==> src/hdl/sfp_pkg.sv <==
// package for the switch fault protection block: register map, fields, timing
// assumes a plain strobe register port and a 50 MHz device clock
package sfp_pkg;
    // register offsets
    localparam logic [3:0] ADDR_GLOBAL   = 4'h0; // global_settings_register
    localparam logic [3:0] ADDR_STATUS   = 4'h1; // status_register, read clears warnings
    localparam logic [3:0] ADDR_FAULT0   = 4'h2; // channel 0 fault register
    localparam logic [3:0] ADDR_FAULT1   = 4'h3; // channel 1 fault register
    localparam logic [3:0] ADDR_CTRL     = 4'h4; // on-requests, delatch, retry enables
    localparam logic [3:0] ADDR_WIN      = 4'h5; // window widths ch0 [15:0] ch1 [31:16]
    // global fields
    localparam int GS_GUARD_OFF  = 0;            // supply_high_guard_off
    localparam int GS_LOAD0      = 1;            // load_type_select ch0 (1 = motor)
    localparam int GS_LOAD1      = 2;            // load_type_select ch1
    localparam logic [31:0] GS_RESET = 32'h0000_0000;
    // status fields
    localparam int ST_HIGH  = 0;                 // supply_high_flag
    localparam int ST_LOW   = 1;                 // supply_low_flag
    localparam int ST_SWM0  = 2;                 // switch mode ch0
    localparam int ST_SWM1  = 3;                 // switch mode ch1
    localparam int ST_FSN   = 4;                 // fault_status_n mirror
    // per-channel fault fields
    localparam int FL_OC    = 0;                 // excess_current_flag
    localparam int FL_SC    = 1;                 // short_circuit_flag
    localparam int FL_OT    = 2;                 // thermal_trip_flag
    localparam int FL_OL    = 3;                 // open load (load ground loss)
    // control fields
    localparam int CT_ON0   = 0;                 // high_side_on_request ch0
    localparam int CT_ON1   = 1;                 // high_side_on_request ch1
    localparam int CT_DL0   = 2;                 // delatch ch0 (write 1, self clearing)
    localparam int CT_DL1   = 3;                 // delatch ch1
    localparam int CT_RT0   = 4;                 // auto-retry enable ch0
    localparam int CT_RT1   = 5;                 // auto-retry enable ch1
    localparam logic [15:0] WIN_RESET = 16'h00ff; // default window width, cycles
    // fast turn-off time and auto-retry period
    localparam int T_FAULT_NS   = 20;
    localparam int CLK_NS       = 20;
    localparam int FAULT_CYC    = (T_FAULT_NS + CLK_NS - 1) / CLK_NS;
    localparam int RETRY_US     = 1000;
    localparam int RETRY_CYC    = RETRY_US * 1000 / CLK_NS;
    // comparator and supply inputs carried together
    typedef struct packed {
        logic       ov;   // supply at or above overvoltage threshold
        logic       ov_clr; // supply below threshold minus hysteresis
        logic       uv;   // supply below undervoltage threshold
        logic       xlow; // supply below low extended limit
        logic       logic_fail; // logic supply failed, power supply normal
        logic       por;  // both supplies below power-on threshold
        logic       sys_gnd_loss;
        logic       gnd_high; // device ground at logic high
    } sfp_supply_t;
    typedef struct packed {
        logic       oc_seg;  // current in active window segment
        logic       oc_cross; // threshold crossed
        logic       sc;      // severe short at turn-on
        logic       ot;      // overtemperature
        logic       load_gnd_loss;
        logic       pwm;     // pwm activity above min frequency
        logic       full_on; // duty at 100 %
    } sfp_chan_t;
    typedef enum logic [1:0] {
        SFP_OFF,
        SFP_ON,
        SFP_LATCHED,
        SFP_RETRY
    } sfp_state_t;
endpackage

==> src/hdl/sfp_top.sv <==
// two-channel fault protection: duration counters, latched faults, supply guards
// assumes comparator inputs are asynchronous and pass a two-stage synchroniser;
// register strobes come from logic on mclk_i
//
// Notes on behaviour
// - switch mode: duty below full, pwm running
// - count only segment time during on-times
// - trip overcurrent once count exceeds window
// - delatch clears count; lighting retry clears too
// - motor: clean on-period clears at turn-off
// - pwm edges alone never clear count
// - severe short: off, flag, latch, retry
// - overvoltage: both off, pin low, flag
// - off until hysteresis; flag clears on read
// - guard off: flag only, no shutdown
// - undervoltage: off, pin low, shared flag
// - uv ends idle: pin high, flag kept
// - uv ends requested: needs delatch; read clears
// - auto-retry starts once undervoltage ends
// - extended range keeps settings and faults
// - below low limit only thermal acts
// - latched faults cleared by supply loss, read
// - fault turn-off bypasses slew rate
// - load gnd loss: open load; system: off
// - ground high: port stops, fail-safe
// - lighting profile armed at first turn-on
//
// The plain strobed port and the address map were left to the implementer.
`timescale 1ns/1ps
`default_nettype none
module sfp_top #(
    parameter int CNT_W     = 16,                       // duration counter width
    parameter int RETRY_CYC = sfp_pkg::RETRY_CYC        // auto-retry period
) (
    input  wire logic                 mclk_i,           // 50 MHz clock
    input  wire logic                 rst_i,            // sync reset, high
    input  wire sfp_pkg::sfp_supply_t supply_i,         // supply comparators, async
    input  wire sfp_pkg::sfp_chan_t   chan0_i,          // ch0 comparators, async
    input  wire sfp_pkg::sfp_chan_t   chan1_i,          // ch1 comparators, async
    input  wire logic                 in0_i,            // direct input ch0, fail-safe
    input  wire logic                 in1_i,            // direct input ch1, fail-safe
    input  wire logic [3:0]           addr_i,           // register address
    input  wire logic [31:0]          wdata_i,          // write data
    input  wire logic                 wr_i,             // write strobe
    input  wire logic                 rd_i,             // read strobe
    output logic      [31:0]          rdata_o,          // read data, next cycle
    output logic      [1:0]           gate_o,           // channel gate enables
    output logic      [1:0]           fast_off_o,       // slew bypass on fault off
    output logic                      fault_status_n_o, // fault pin, low active
    output logic                      failsafe_o        // fail-safe mode
);
    ////////////////////////////////////////////////////////////////////////////
    // synchronisers: stage one feeds only stage two
    localparam int SW = $bits(sfp_pkg::sfp_supply_t);
    localparam int CW = $bits(sfp_pkg::sfp_chan_t);
    logic [SW-1:0]  sup_m, sup_s;
    logic [CW-1:0]  ch_m [2], ch_s [2];
    logic [1:0]     in_m, in_s;
    sfp_pkg::sfp_supply_t sup;
    always_ff @(posedge mclk_i) begin
        sup_m <= supply_i;
        sup_s <= sup_m;
        ch_m[0] <= chan0_i;
        ch_m[1] <= chan1_i;
        ch_s[0] <= ch_m[0];
        ch_s[1] <= ch_m[1];
        in_m  <= {in1_i, in0_i};
        in_s  <= in_m;
    end
    assign sup = sup_s;

    ////////////////////////////////////////////////////////////////////////////
    // registers
    logic [31:0] gsr, ctrl, win;
    logic        high_flag, low_flag;
    logic [3:0]  fault [2];
    logic [1:0]  swm;
    logic        rd_status, rd_f0, rd_f1, wr_ctrl;
    logic [1:0]  delatch;
    // port stops answering with ground lifted
    assign rd_status = rd_i && addr_i == sfp_pkg::ADDR_STATUS && !sup.gnd_high;
    assign rd_f0     = rd_i && addr_i == sfp_pkg::ADDR_FAULT0 && !sup.gnd_high;
    assign rd_f1     = rd_i && addr_i == sfp_pkg::ADDR_FAULT1 && !sup.gnd_high;
    assign wr_ctrl   = wr_i && addr_i == sfp_pkg::ADDR_CTRL && !sup.gnd_high;
    assign delatch   = wr_ctrl ? wdata_i[sfp_pkg::CT_DL1:sfp_pkg::CT_DL0] : 2'h0;

    // settings survive extended range; only reset, logic-supply loss or por wipes them
    always_ff @(posedge mclk_i) begin
        if (rst_i || sup.por || sup.logic_fail) begin
            gsr  <= sfp_pkg::GS_RESET;
            ctrl <= 32'h0;
            win  <= {sfp_pkg::WIN_RESET, sfp_pkg::WIN_RESET};
        end else if (wr_i && !sup.gnd_high) begin
            if (addr_i == sfp_pkg::ADDR_GLOBAL) gsr <= wdata_i;
            if (addr_i == sfp_pkg::ADDR_CTRL) ctrl <= wdata_i & 32'hffff_fff3;
            if (addr_i == sfp_pkg::ADDR_WIN) win <= wdata_i;
        end
    end

    // read mux, unmapped reads zero
    always_ff @(posedge mclk_i) begin
        if (rst_i) begin
            rdata_o <= 32'h0;
        end else begin
            rdata_o <= 32'h0;
            if (rd_i && !sup.gnd_high) begin
                case (addr_i)
                    sfp_pkg::ADDR_GLOBAL: rdata_o <= gsr;
                    sfp_pkg::ADDR_STATUS: rdata_o <= {27'h0, fault_status_n_o, swm,
                                                      low_flag, high_flag};
                    sfp_pkg::ADDR_FAULT0: rdata_o <= {28'h0, fault[0]};
                    sfp_pkg::ADDR_FAULT1: rdata_o <= {28'h0, fault[1]};
                    sfp_pkg::ADDR_CTRL:   rdata_o <= ctrl;
                    sfp_pkg::ADDR_WIN:    rdata_o <= win;
                    default:              rdata_o <= 32'h0;
                endcase
            end
        end
    end

    ////////////////////////////////////////////////////////////////////////////
    // supply guards
    logic ov_hold, uv_seen, guard_off, any_on;
    assign guard_off = gsr[sfp_pkg::GS_GUARD_OFF];
    always_ff @(posedge mclk_i) begin
        if (rst_i || sup.por || sup.logic_fail) begin
            ov_hold   <= 1'b0;
            high_flag <= 1'b0;
        end else begin
            // shutdown hold ends below threshold minus hysteresis, or at once with guard off
            if (sup.ov && !guard_off) ov_hold <= 1'b1;
            else if (sup.ov_clr || guard_off) ov_hold <= 1'b0;
            // set wins over the read clear; warning set even with guard off
            if (sup.ov) high_flag <= 1'b1;
            else if (rd_status && !ov_hold) high_flag <= 1'b0;
        end
    end
    always_ff @(posedge mclk_i) begin
        if (rst_i || sup.por || sup.logic_fail) begin
            low_flag <= 1'b0;
            uv_seen  <= 1'b0;
        end else begin
            if (sup.uv) begin
                low_flag <= 1'b1;
                uv_seen  <= 1'b1;
            end else begin
                // warning drops at first turn-on, else on status read
                if (any_on || (rd_status && !uv_seen)) low_flag <= 1'b0;
                if (delatch != 2'h0) uv_seen <= 1'b0;
            end
        end
    end

    ////////////////////////////////////////////////////////////////////////////
    // per-channel protection
    logic [1:0] ch_on, latched;
    genvar g;
    generate
        for (g = 0; g < 2; g++) begin : g_ch
            sfp_pkg::sfp_chan_t c;
            sfp_pkg::sfp_state_t st;
            logic [CNT_W-1:0] dur;
            logic [$clog2(RETRY_CYC+1)-1:0] rcnt;
            logic req, motor, retry_en, on_prev, seen_oc, armed, trip, gnd_off;
            logic [CNT_W-1:0] width;
            // local names for the channel states, nothing is imported
            localparam sfp_pkg::sfp_state_t SFP_OFF     = sfp_pkg::SFP_OFF;
            localparam sfp_pkg::sfp_state_t SFP_ON      = sfp_pkg::SFP_ON;
            localparam sfp_pkg::sfp_state_t SFP_LATCHED = sfp_pkg::SFP_LATCHED;
            localparam sfp_pkg::sfp_state_t SFP_RETRY   = sfp_pkg::SFP_RETRY;
            assign c        = ch_s[g];
            assign motor    = gsr[sfp_pkg::GS_LOAD0 + g];
            assign retry_en = ctrl[sfp_pkg::CT_RT0 + g];
            // ground lifted: direct inputs take over
            assign req      = sup.gnd_high ? in_s[g] : ctrl[sfp_pkg::CT_ON0 + g];
            assign width    = win[g*16 +: CNT_W];
            assign trip     = c.oc_cross || (dur > width);
            // supply faults force off; below low limit only thermal acts
            // raw overvoltage too, so both gates drop in the same cycle
            assign gnd_off  = sup.sys_gnd_loss || ov_hold || sup.uv ||
                              (sup.ov && !guard_off);
            // switch mode flag
            always_ff @(posedge mclk_i) begin
                if (rst_i) swm[g] <= 1'b0;
                else swm[g] <= c.pwm && !c.full_on;
            end
            // duration counter
            always_ff @(posedge mclk_i) begin
                if (rst_i || delatch[g]) begin
                    dur     <= '0;
                    seen_oc <= 1'b0;
                    armed   <= 1'b0;
                end else begin
                    if (st == SFP_ON && !on_prev) armed <= 1'b1;
                    if (st == SFP_ON) begin
                        // off-times never count
                        if (c.oc_seg && dur != '1) dur <= dur + 1'b1;
                        if (c.oc_seg) seen_oc <= 1'b1;
                    end
                    if (on_prev && st != SFP_ON) begin
                        seen_oc <= 1'b0;
                        if (motor && !seen_oc) dur <= '0;
                    end
                    // lighting retry gives a fresh inrush budget
                    if (st == SFP_RETRY && rcnt == '0 && !motor) begin
                        dur   <= '0;
                        armed <= swm[g] ? armed : 1'b0;
                    end
                end
            end
            // channel state machine
            always_ff @(posedge mclk_i) begin
                if (rst_i) begin
                    st      <= SFP_OFF;
                    on_prev <= 1'b0;
                    rcnt    <= '0;
                end else begin
                    on_prev <= st == SFP_ON;
                    case (st)
                        SFP_OFF: begin
                            if (req && !gnd_off && !uv_seen && !c.ot) st <= SFP_ON;
                        end
                        SFP_ON: begin
                            if (!req || gnd_off) st <= SFP_OFF;
                            if (!sup.xlow && (trip || c.sc) || c.ot || sup.uv) begin
                                st   <= retry_en ? SFP_RETRY : SFP_LATCHED;
                                rcnt <= ($clog2(RETRY_CYC+1))'(RETRY_CYC);
                            end
                        end
                        SFP_RETRY: begin
                            // retry waits until uv and overtemperature are gone
                            if (!sup.uv && !c.ot && rcnt != '0) rcnt <= rcnt - 1'b1;
                            if (rcnt == '0) st <= req ? SFP_ON : SFP_OFF;
                            if (delatch[g]) st <= SFP_OFF;
                        end
                        SFP_LATCHED: begin
                            if (delatch[g]) st <= SFP_OFF;
                        end
                        default: st <= SFP_OFF;
                    endcase
                end
            end
            // fault flags: set wins, read clears in any state but SFP_LATCHED; open load reloads its cause
            always_ff @(posedge mclk_i) begin
                if (rst_i || sup.por || sup.logic_fail) begin
                    fault[g] <= 4'h0;
                end else begin
                    if ((g == 0 ? rd_f0 : rd_f1) && st != SFP_LATCHED) begin
                        fault[g][sfp_pkg::FL_OC] <= 1'b0;
                        fault[g][sfp_pkg::FL_SC] <= 1'b0;
                        fault[g][sfp_pkg::FL_OT] <= 1'b0;
                        fault[g][sfp_pkg::FL_OL] <= c.load_gnd_loss;
                    end
                    if (st == SFP_ON && !sup.xlow && trip) fault[g][sfp_pkg::FL_OC] <= 1'b1;
                    if (st == SFP_ON && !sup.xlow && c.sc) fault[g][sfp_pkg::FL_SC] <= 1'b1;
                    // thermal trip reported once supply back above uv
                    if (c.ot && !sup.uv) fault[g][sfp_pkg::FL_OT] <= 1'b1;
                    if (c.load_gnd_loss) fault[g][sfp_pkg::FL_OL] <= 1'b1;
                end
            end
            assign ch_on[g]   = st == SFP_ON && !gnd_off && !c.ot &&
                                !(trip && !sup.xlow) && !(c.sc && !sup.xlow);
            assign latched[g] = st == SFP_LATCHED || st == SFP_RETRY;
            // gate and fast turn-off straight from flops
            always_ff @(posedge mclk_i) begin
                if (rst_i) begin
                    gate_o[g]     <= 1'b0;
                    fast_off_o[g] <= 1'b0;
                end else begin
                    gate_o[g]     <= ch_on[g];
                    fast_off_o[g] <= st == SFP_ON && !ch_on[g] && req;
                end
            end

        end
    endgenerate
    assign any_on = |ch_on;

    ////////////////////////////////////////////////////////////////////////////
    // fault pin and fail-safe
    always_ff @(posedge mclk_i) begin
        if (rst_i) begin
            fault_status_n_o <= 1'b1;
            failsafe_o       <= 1'b0;
        end else begin
            fault_status_n_o <= !(|latched || (sup.ov && !guard_off) || sup.uv
                                  || ov_hold);
            failsafe_o       <= sup.gnd_high;
        end
    end
endmodule // sfp_top
`default_nettype wire

==> config.mk <==
export PLATFORM = sky130hd
export DESIGN_NAME = sfp_top
export DESIGN_NICKNAME = d
export VERILOG_FILES = /design/src/hdl/sfp_pkg.sv /design/src/hdl/sfp_top.sv
export SDC_FILE = /design/constraint.sdc
export NUM_CORES = 1
export LEC_CHECK = 0
export BUFFER_PORTS_ARGS = -buffer_cell sky130_fd_sc_hd__buf_4
export CORE_MARGIN = 2
export CORE_UTILIZATION = 45
export CTS_CLUSTER_SIZE = 40
export DETAILED_ROUTE_END_ITERATION = 10
export SYNTH_ARGS = -nofsm -noshare
export SYNTH_HDL_FRONTEND = slang
export SYNTH_SLANG_ARGS = --single-unit
==> constraint.sdc <==
create_clock -name mclk_i -period 3.87 [get_ports mclk_i]
set_input_delay 0.5805 -clock mclk_i [delete_from_list [all_inputs] [get_ports mclk_i]]
set_output_delay 0.5805 -clock mclk_i [all_outputs]
set_load 0.05 [all_outputs]
# After elaboration in Yosys (flattened, before gate mapping)
# Memory sizes are Yosys's and may differ from the RTL's.
# Cells that the tools add are included.
op_classes:
  addsub: 4
  order_cmp: 2
  eq_ne: 29
  n_mux: 92
  bitwise_logic: 17
  n_reduce_logical: 141
op_table:
  columns: ["op", "count"]
  rows:
  - ["$mux 16", 12]
  - ["$pmux 32 s6", 1]
  - ["$pmux 16 s2", 2]
  - ["$logic_and 1x1->1", 63]
  - ["$mux 1", 62]
  - ["$add 16x1->16 const B", 2]
  - ["$gt 16x16->1", 2]
  - ["$logic_not 16->1", 2]
  - ["$ne 16x16->1 const B", 2]
  - ["$reduce_bool 16->1", 2]
  - ["$sub 16x1->16 const B", 2]
  - ["$mux 2", 13]
  - ["$logic_not 1->1", 24]
  - ["$logic_or 1x1->1", 24]
  - ["$or 1x1->1", 16]
  - ["$pmux 2 s4", 2]
  - ["$reduce_bool 2->1", 7]
  - ["$reduce_or 2->1", 7]
  - ["$ne 2x1->1 const B", 6]
  - ["$ne 2x2->1 const B", 6]
  - ["$reduce_and 2->1", 5]
  - ["$eq 2x2->1 const B", 4]
  - ["$eq 4x2->1 const B", 2]
  - ["$eq 4x3->1 const B", 2]
  - ["9 further kinds", 15]
totals:
  register_bits: 230
  ramBits: 36
  n_memories: 3
mem_list:
  columns: ["memory", "words", "width", "read_ports", "rd_clocked_by_memory_dff", "write_ports", "line_no", "source"]
  rows:
  - ["ch_m", 2, 7, 2, 0, 2, "sfp_top.sv:57", "logic [CW-1:0] ch_m [2], ch_s [2];"]
  - ["ch_s", 2, 7, 2, 0, 2, "sfp_top.sv:57", null]
  - ["fault", 2, 4, 2, 0, 2, "sfp_top.sv:76", "logic [3:0] fault [2];"]

# Longest topological paths before layout
depth:
  ltp_word: 12
  ltp_mapped: 10

# Worst setup path before layout
# Ideal clock, no wire load.
synth_path:
  path_type: "register to register"
  start: "register win[31]"
  end: "register g_ch[1].st[1]"
  setup_time_ns: 0.134
  t_arrival_ns: 2.222
  required_time_ns: 3.736
  setup_slack_ns: 1.514
  path_stages_with_launch: 10
  n_path_buf: 0
  period_less_slack_ns: 2.356
  path_cell_list: "dfxtp_1 inv_1 ha_1 nand4_2 nor4_2 nand2_1 or3_4 a311oi_4 nand2b_1 a211oi_1"
synth_via:
  elab_chain_len: 8
  word_cells_on_any_way: 10
synth_lines:
  columns: ["element", "line_no", "source"]
  rows:
  - ["start: declaration", "sfp_top.sv:74", "logic [31:0] gsr, ctrl, win;"]
  - ["start signal: assignment", "sfp_top.sv:92", "win <= {sfp_pkg::WIN_RESET, sfp_pkg::WIN_RESET};"]
  - ["start signal: assignment", "sfp_top.sv:96", "if (addr_i == sfp_pkg::ADDR_WIN) win <= wdata_i;"]
  - ["$gt 16x16->1 (*)", "sfp_top.sv:177", "assign trip = c.oc_cross || (dur > width);"]
  - ["$logic_or 1x1->1 (*)", "sfp_top.sv:177", null]
  - ["$logic_or 1x1->1 (*)", "sfp_top.sv:225", "if (!sup.xlow && (trip || c.sc) || c.ot || sup.uv) begin"]
  - ["$logic_and 1x1->1 (*)", "sfp_top.sv:225", null]
  - ["$logic_or 1x1->1 (*) (2 in a row)", "sfp_top.sv:225", null]
  - ["$ne 3x1->1 (no line) or $mux 2 (tied branches)", null, null]
  - ["$reduce_and 4->1 (no line) or $pmux 2 s4 (tied branches)", null, null]
  - ["end signal: assignment", "sfp_top.sv:226", "st <= retry_en ? SFP_RETRY : SFP_LATCHED;"]
  - ["end signal: assignment", "sfp_top.sv:233", "if (rcnt == '0) st <= req ? SFP_ON : SFP_OFF;"]
  - ["end: declaration", "sfp_top.sv:161", "sfp_pkg::sfp_state_t st;"]
# Mark *: on every way between the ends. The rest lies on a longest branch, timed or not.
# A chain may end at the register's enable or synchronous reset.

# Final worst setup path
layout_path:
  start: "register win[15]"
  end: "register gate_o[0]"
layout_via:
  elab_chain_len: 6
layout_lines:
  columns: ["element", "line_no", "source"]
  rows:
  - ["$gt 16x16->1", "sfp_top.sv:177", null]
  - ["$logic_or 1x1->1", "sfp_top.sv:177", null]
  - ["$logic_and 1x1->1", "sfp_top.sv:262", "!(trip && !sup.xlow) && !(c.sc && !sup.xlow);"]
  - ["$logic_not 1->1", "sfp_top.sv:262", null]
  - ["$logic_and 1x1->1", "sfp_top.sv:261", "assign ch_on[g] = st == SFP_ON && !gnd_off && !c.ot &&"]
  - ["$logic_and 1x1->1", "sfp_top.sv:262", null]
  - ["end signal: indexed assignment", "sfp_top.sv:270", "gate_o[g] <= ch_on[g];"]
  - ["end: declaration", "sfp_top.sv:47", "output logic [1:0] gate_o,"]
# No other way between the ends.

==> flow_summary.toml <==
[status]
status = "complete, no violations"

[clocking]
clk_pin_slew_ns = 0.06
clock-sinks = 266
clockBufferDepth = 3
ctsResizeCount = 0
cts_max_level = 1
clk_latency_ns = 0.54
cts_tree = "done"
postCtsHoldBufs = 0
numCtsBuffers = 29
clock-root-buffer = "clkbuf_16"
post_cts_buffers = 0

[min_path]
hp-class = "input pin to flip-flop"

[yosys]
yosys.area.top_type_share_pct = 48.9
synthDistinctLibCells = 65
synth-seq-cells = 266
yosys.area.top_type = "dfxtp_1"
ys_seq_area_share_pct = 51.1
avgSynthCellArea_sq_um = 8.96
yosys-top-cells-area = "dfxtp_1 49%, nand2_1 8.1%, a21oi_1 5.5%"
syn_nets = 1280
ys.warnings.count = 0
synth_edf_count = 8
synth_flop_cell = "dfxtp_1"
syn_inst = 1180
syn_area_sq_um = 10600
async_flop_share_pct = 0

[timing]
max_clock_freq_ghz = 0.371
fin_ws_ns = 1.18
slew_headroom_pct = 30.2
skew_ns = 0.0101
min_period_over_period_pct = 69.6
hold_slack_ns = 0.136
drv_slew = 0
rsz0062_at_grt = "false"
finalSetupViolCount = 0
hold_viol = 0
period_minus_slack_ns = 2.69
fin_setup_tns_ns = 0
tightestPinTransition_ns = 1.04

[placed_design]
dp.cells = 1557
port_buffers = 101
finalWeightedCongestion = 0.867
dp_hpwl_um = 18700
pre_cts_slack_ns = 1.21

[pwr]
internal_power_mw = 4.64
p_sw_share_pct = 22.5
combPwrFrac_pct = 5.1
power.density_nw_per_um2 = 473
switchingPower_mw = 1.35
p_leak_nw = 4.81
seq_power_share_pct = 47.6
peakVddDrop_v = 0.000337
clockPowerShare_pct = 47.3

[final_layout]
final_cell_mix = "258 x dfxtp_1, 227 x nand2_1, 117 x a21oi_1, 117 x buf_4, 104 x nor2_1"
syn_to_final_growth_pct = 19.7
seq_area_sq_um = 5410
antennaDiodeCount = 0
multi_input_area_sq_um = 4810
final_common_cell = "dfxtp_1"
num-nets-final = 1369
drive_above_1_share_pct = 14.6
post-route-util_pct = 54.4
fillers = 2215
fin_cells = 1611

[die]
die_x_um = 157
core.rowCount = 56
io_pins = 102
initial_core_util_pct = 45.4
dieHeight_um = 157
core_area_sq_um = 23300
dieArea_sq_um = 24700

[global_route]
grt_pass1_vias = 7884
antenna_found_initial = 0
grt_max_degree = 44
track_usage_pct = 21.7
overflow = 0
grt_pass1_wl_um = 42500

[critical_path]
end_kind = "flip-flop"
start_kind = "flip-flop"
cp_max_fo = 4
max_stage_delay_ns = 0.55
cp_slowest_cell = "a2111oi_0"
cp_cell_sequence = "inv_1 > ha_1 > a211o_1 > a31oi_1 > o21ai_0 > a211oi_2 > o21ai_1 > a2111oi_0 > and2_1"
critical_path_class = "flip-flop to flip-flop"
required_ns = 4.36
worstPathArrival_ns = 3.18

[drt]
num_vias = 8610
drc_errors = 0
firstDrtPassIters = 7
postRouteAntennaNets = 0
routedWlPerCell_um = 16.7
drt-vias-per-instance = 5.34
wl_um = 26900
drtIter0Drc = 689

[job]
max_cap_viol_count = 0
-- worst max-delay path, delay by kind of cell (launching register included) --
| family | cells | cell delay, ns |
|---|---|---|
| compound gates | 6 | 1.69 |
| flops | 1 | 0.37 |
| fa+ha+maj | 1 | 0.32 |
| simple gates | 1 | 0.21 |
| buf+inv | 1 | 0.06 |
-- synthesized netlist by cell type (14+ instances only) --
cell type	n
dfxtp_1	258
xnor2_1	28
and3_1	15
nor3_1	25
nor2_1	104
a222oi_1	29
nand2_1	227
clkbuf_1	46
nand2b_1	14
inv_1	44
ha_1	36
o211ai_1	16
xor2_1	30
nand3_1	26
a21oi_1	117
-- power by group through the flow --
stage	Sequential (mW)	Combinational (mW)	Clock, mW
final	2.85	0.307	2.83
after global routing	2.85	0.334	3.01
after CTS	2.85	0.307	2.89
after detailed placement	2.91	0.306	0
after global placement	2.91	0.304	0
after floorplan	2.90	0.175	0
-- stage by stage --
stage | power [mW] | cell area [sq um]
floorplan | 3.07 | 10600
global placement | 3.21 | 11700
detailed placement | 3.21 | 11700
CTS | 6.04 | 12700
global route | 6.19 | 12700
finish | 5.99 | 12700
-- path summary, 6_finish.rpt --
kind | slack [ns] | end | start | cells after the start
max reg2reg | 1.18 | gate_o[0] | win[15] | 9
max | 1.18 | gate_o[0] | win[15] | 9
min | 0.14 | ch_m[0][5] | chan0_i[5] | 1
min reg2reg | 0.32 | sup[6] | sup_m[6] | 0
-- cell families (layout without fill, tap and decap cells) --
group / after synthesis / in the layout / share of synthesized area (%)
xor gates and xnor gates: 58 / 58 / 4.81
adders and majority gates: 36 / 36 / 4.26
DFF: 266 / 266 / 51.1
and+or+nand+nor: 497 / 497 / 21.9
muxes: 9 / 9 / 0.853
AOI/OAI and AO/OA: 211 / 211 / 13.2
buffers and inverters: 103 / 215 / 3.78
-- flip-flops by register name, summed over array words and instances, names as in the netlist, 14 cells and up --
register / count
rdata_o: 32
gsr: 32
ch_s: 14
g_ch.rcnt: 32
ch_m: 14
ctrl: 30
g_ch.dur: 32
win: 32
-- layer usage --
layer | wire, um | track usage, %
met5 | 0 | 0
met4 | 495 | 5.63
met3 | 1790 | 3.36
met2 | 12000 | 33.9
met1 | 12600 | 31.4
-- final cells by class --
cell class / instances / area share, %
inverter: 44 / 1.31
clock inverter: 15 / 1.30
sequential: 266 / 42.7
clock buffer: 39 / 6.60
tap: 319 / 3.15
multi-input combinational: 811 / 38.0
timing repair buffer: 117 / 6.94
No activity file was read; power rests on OpenSTA's default activity.
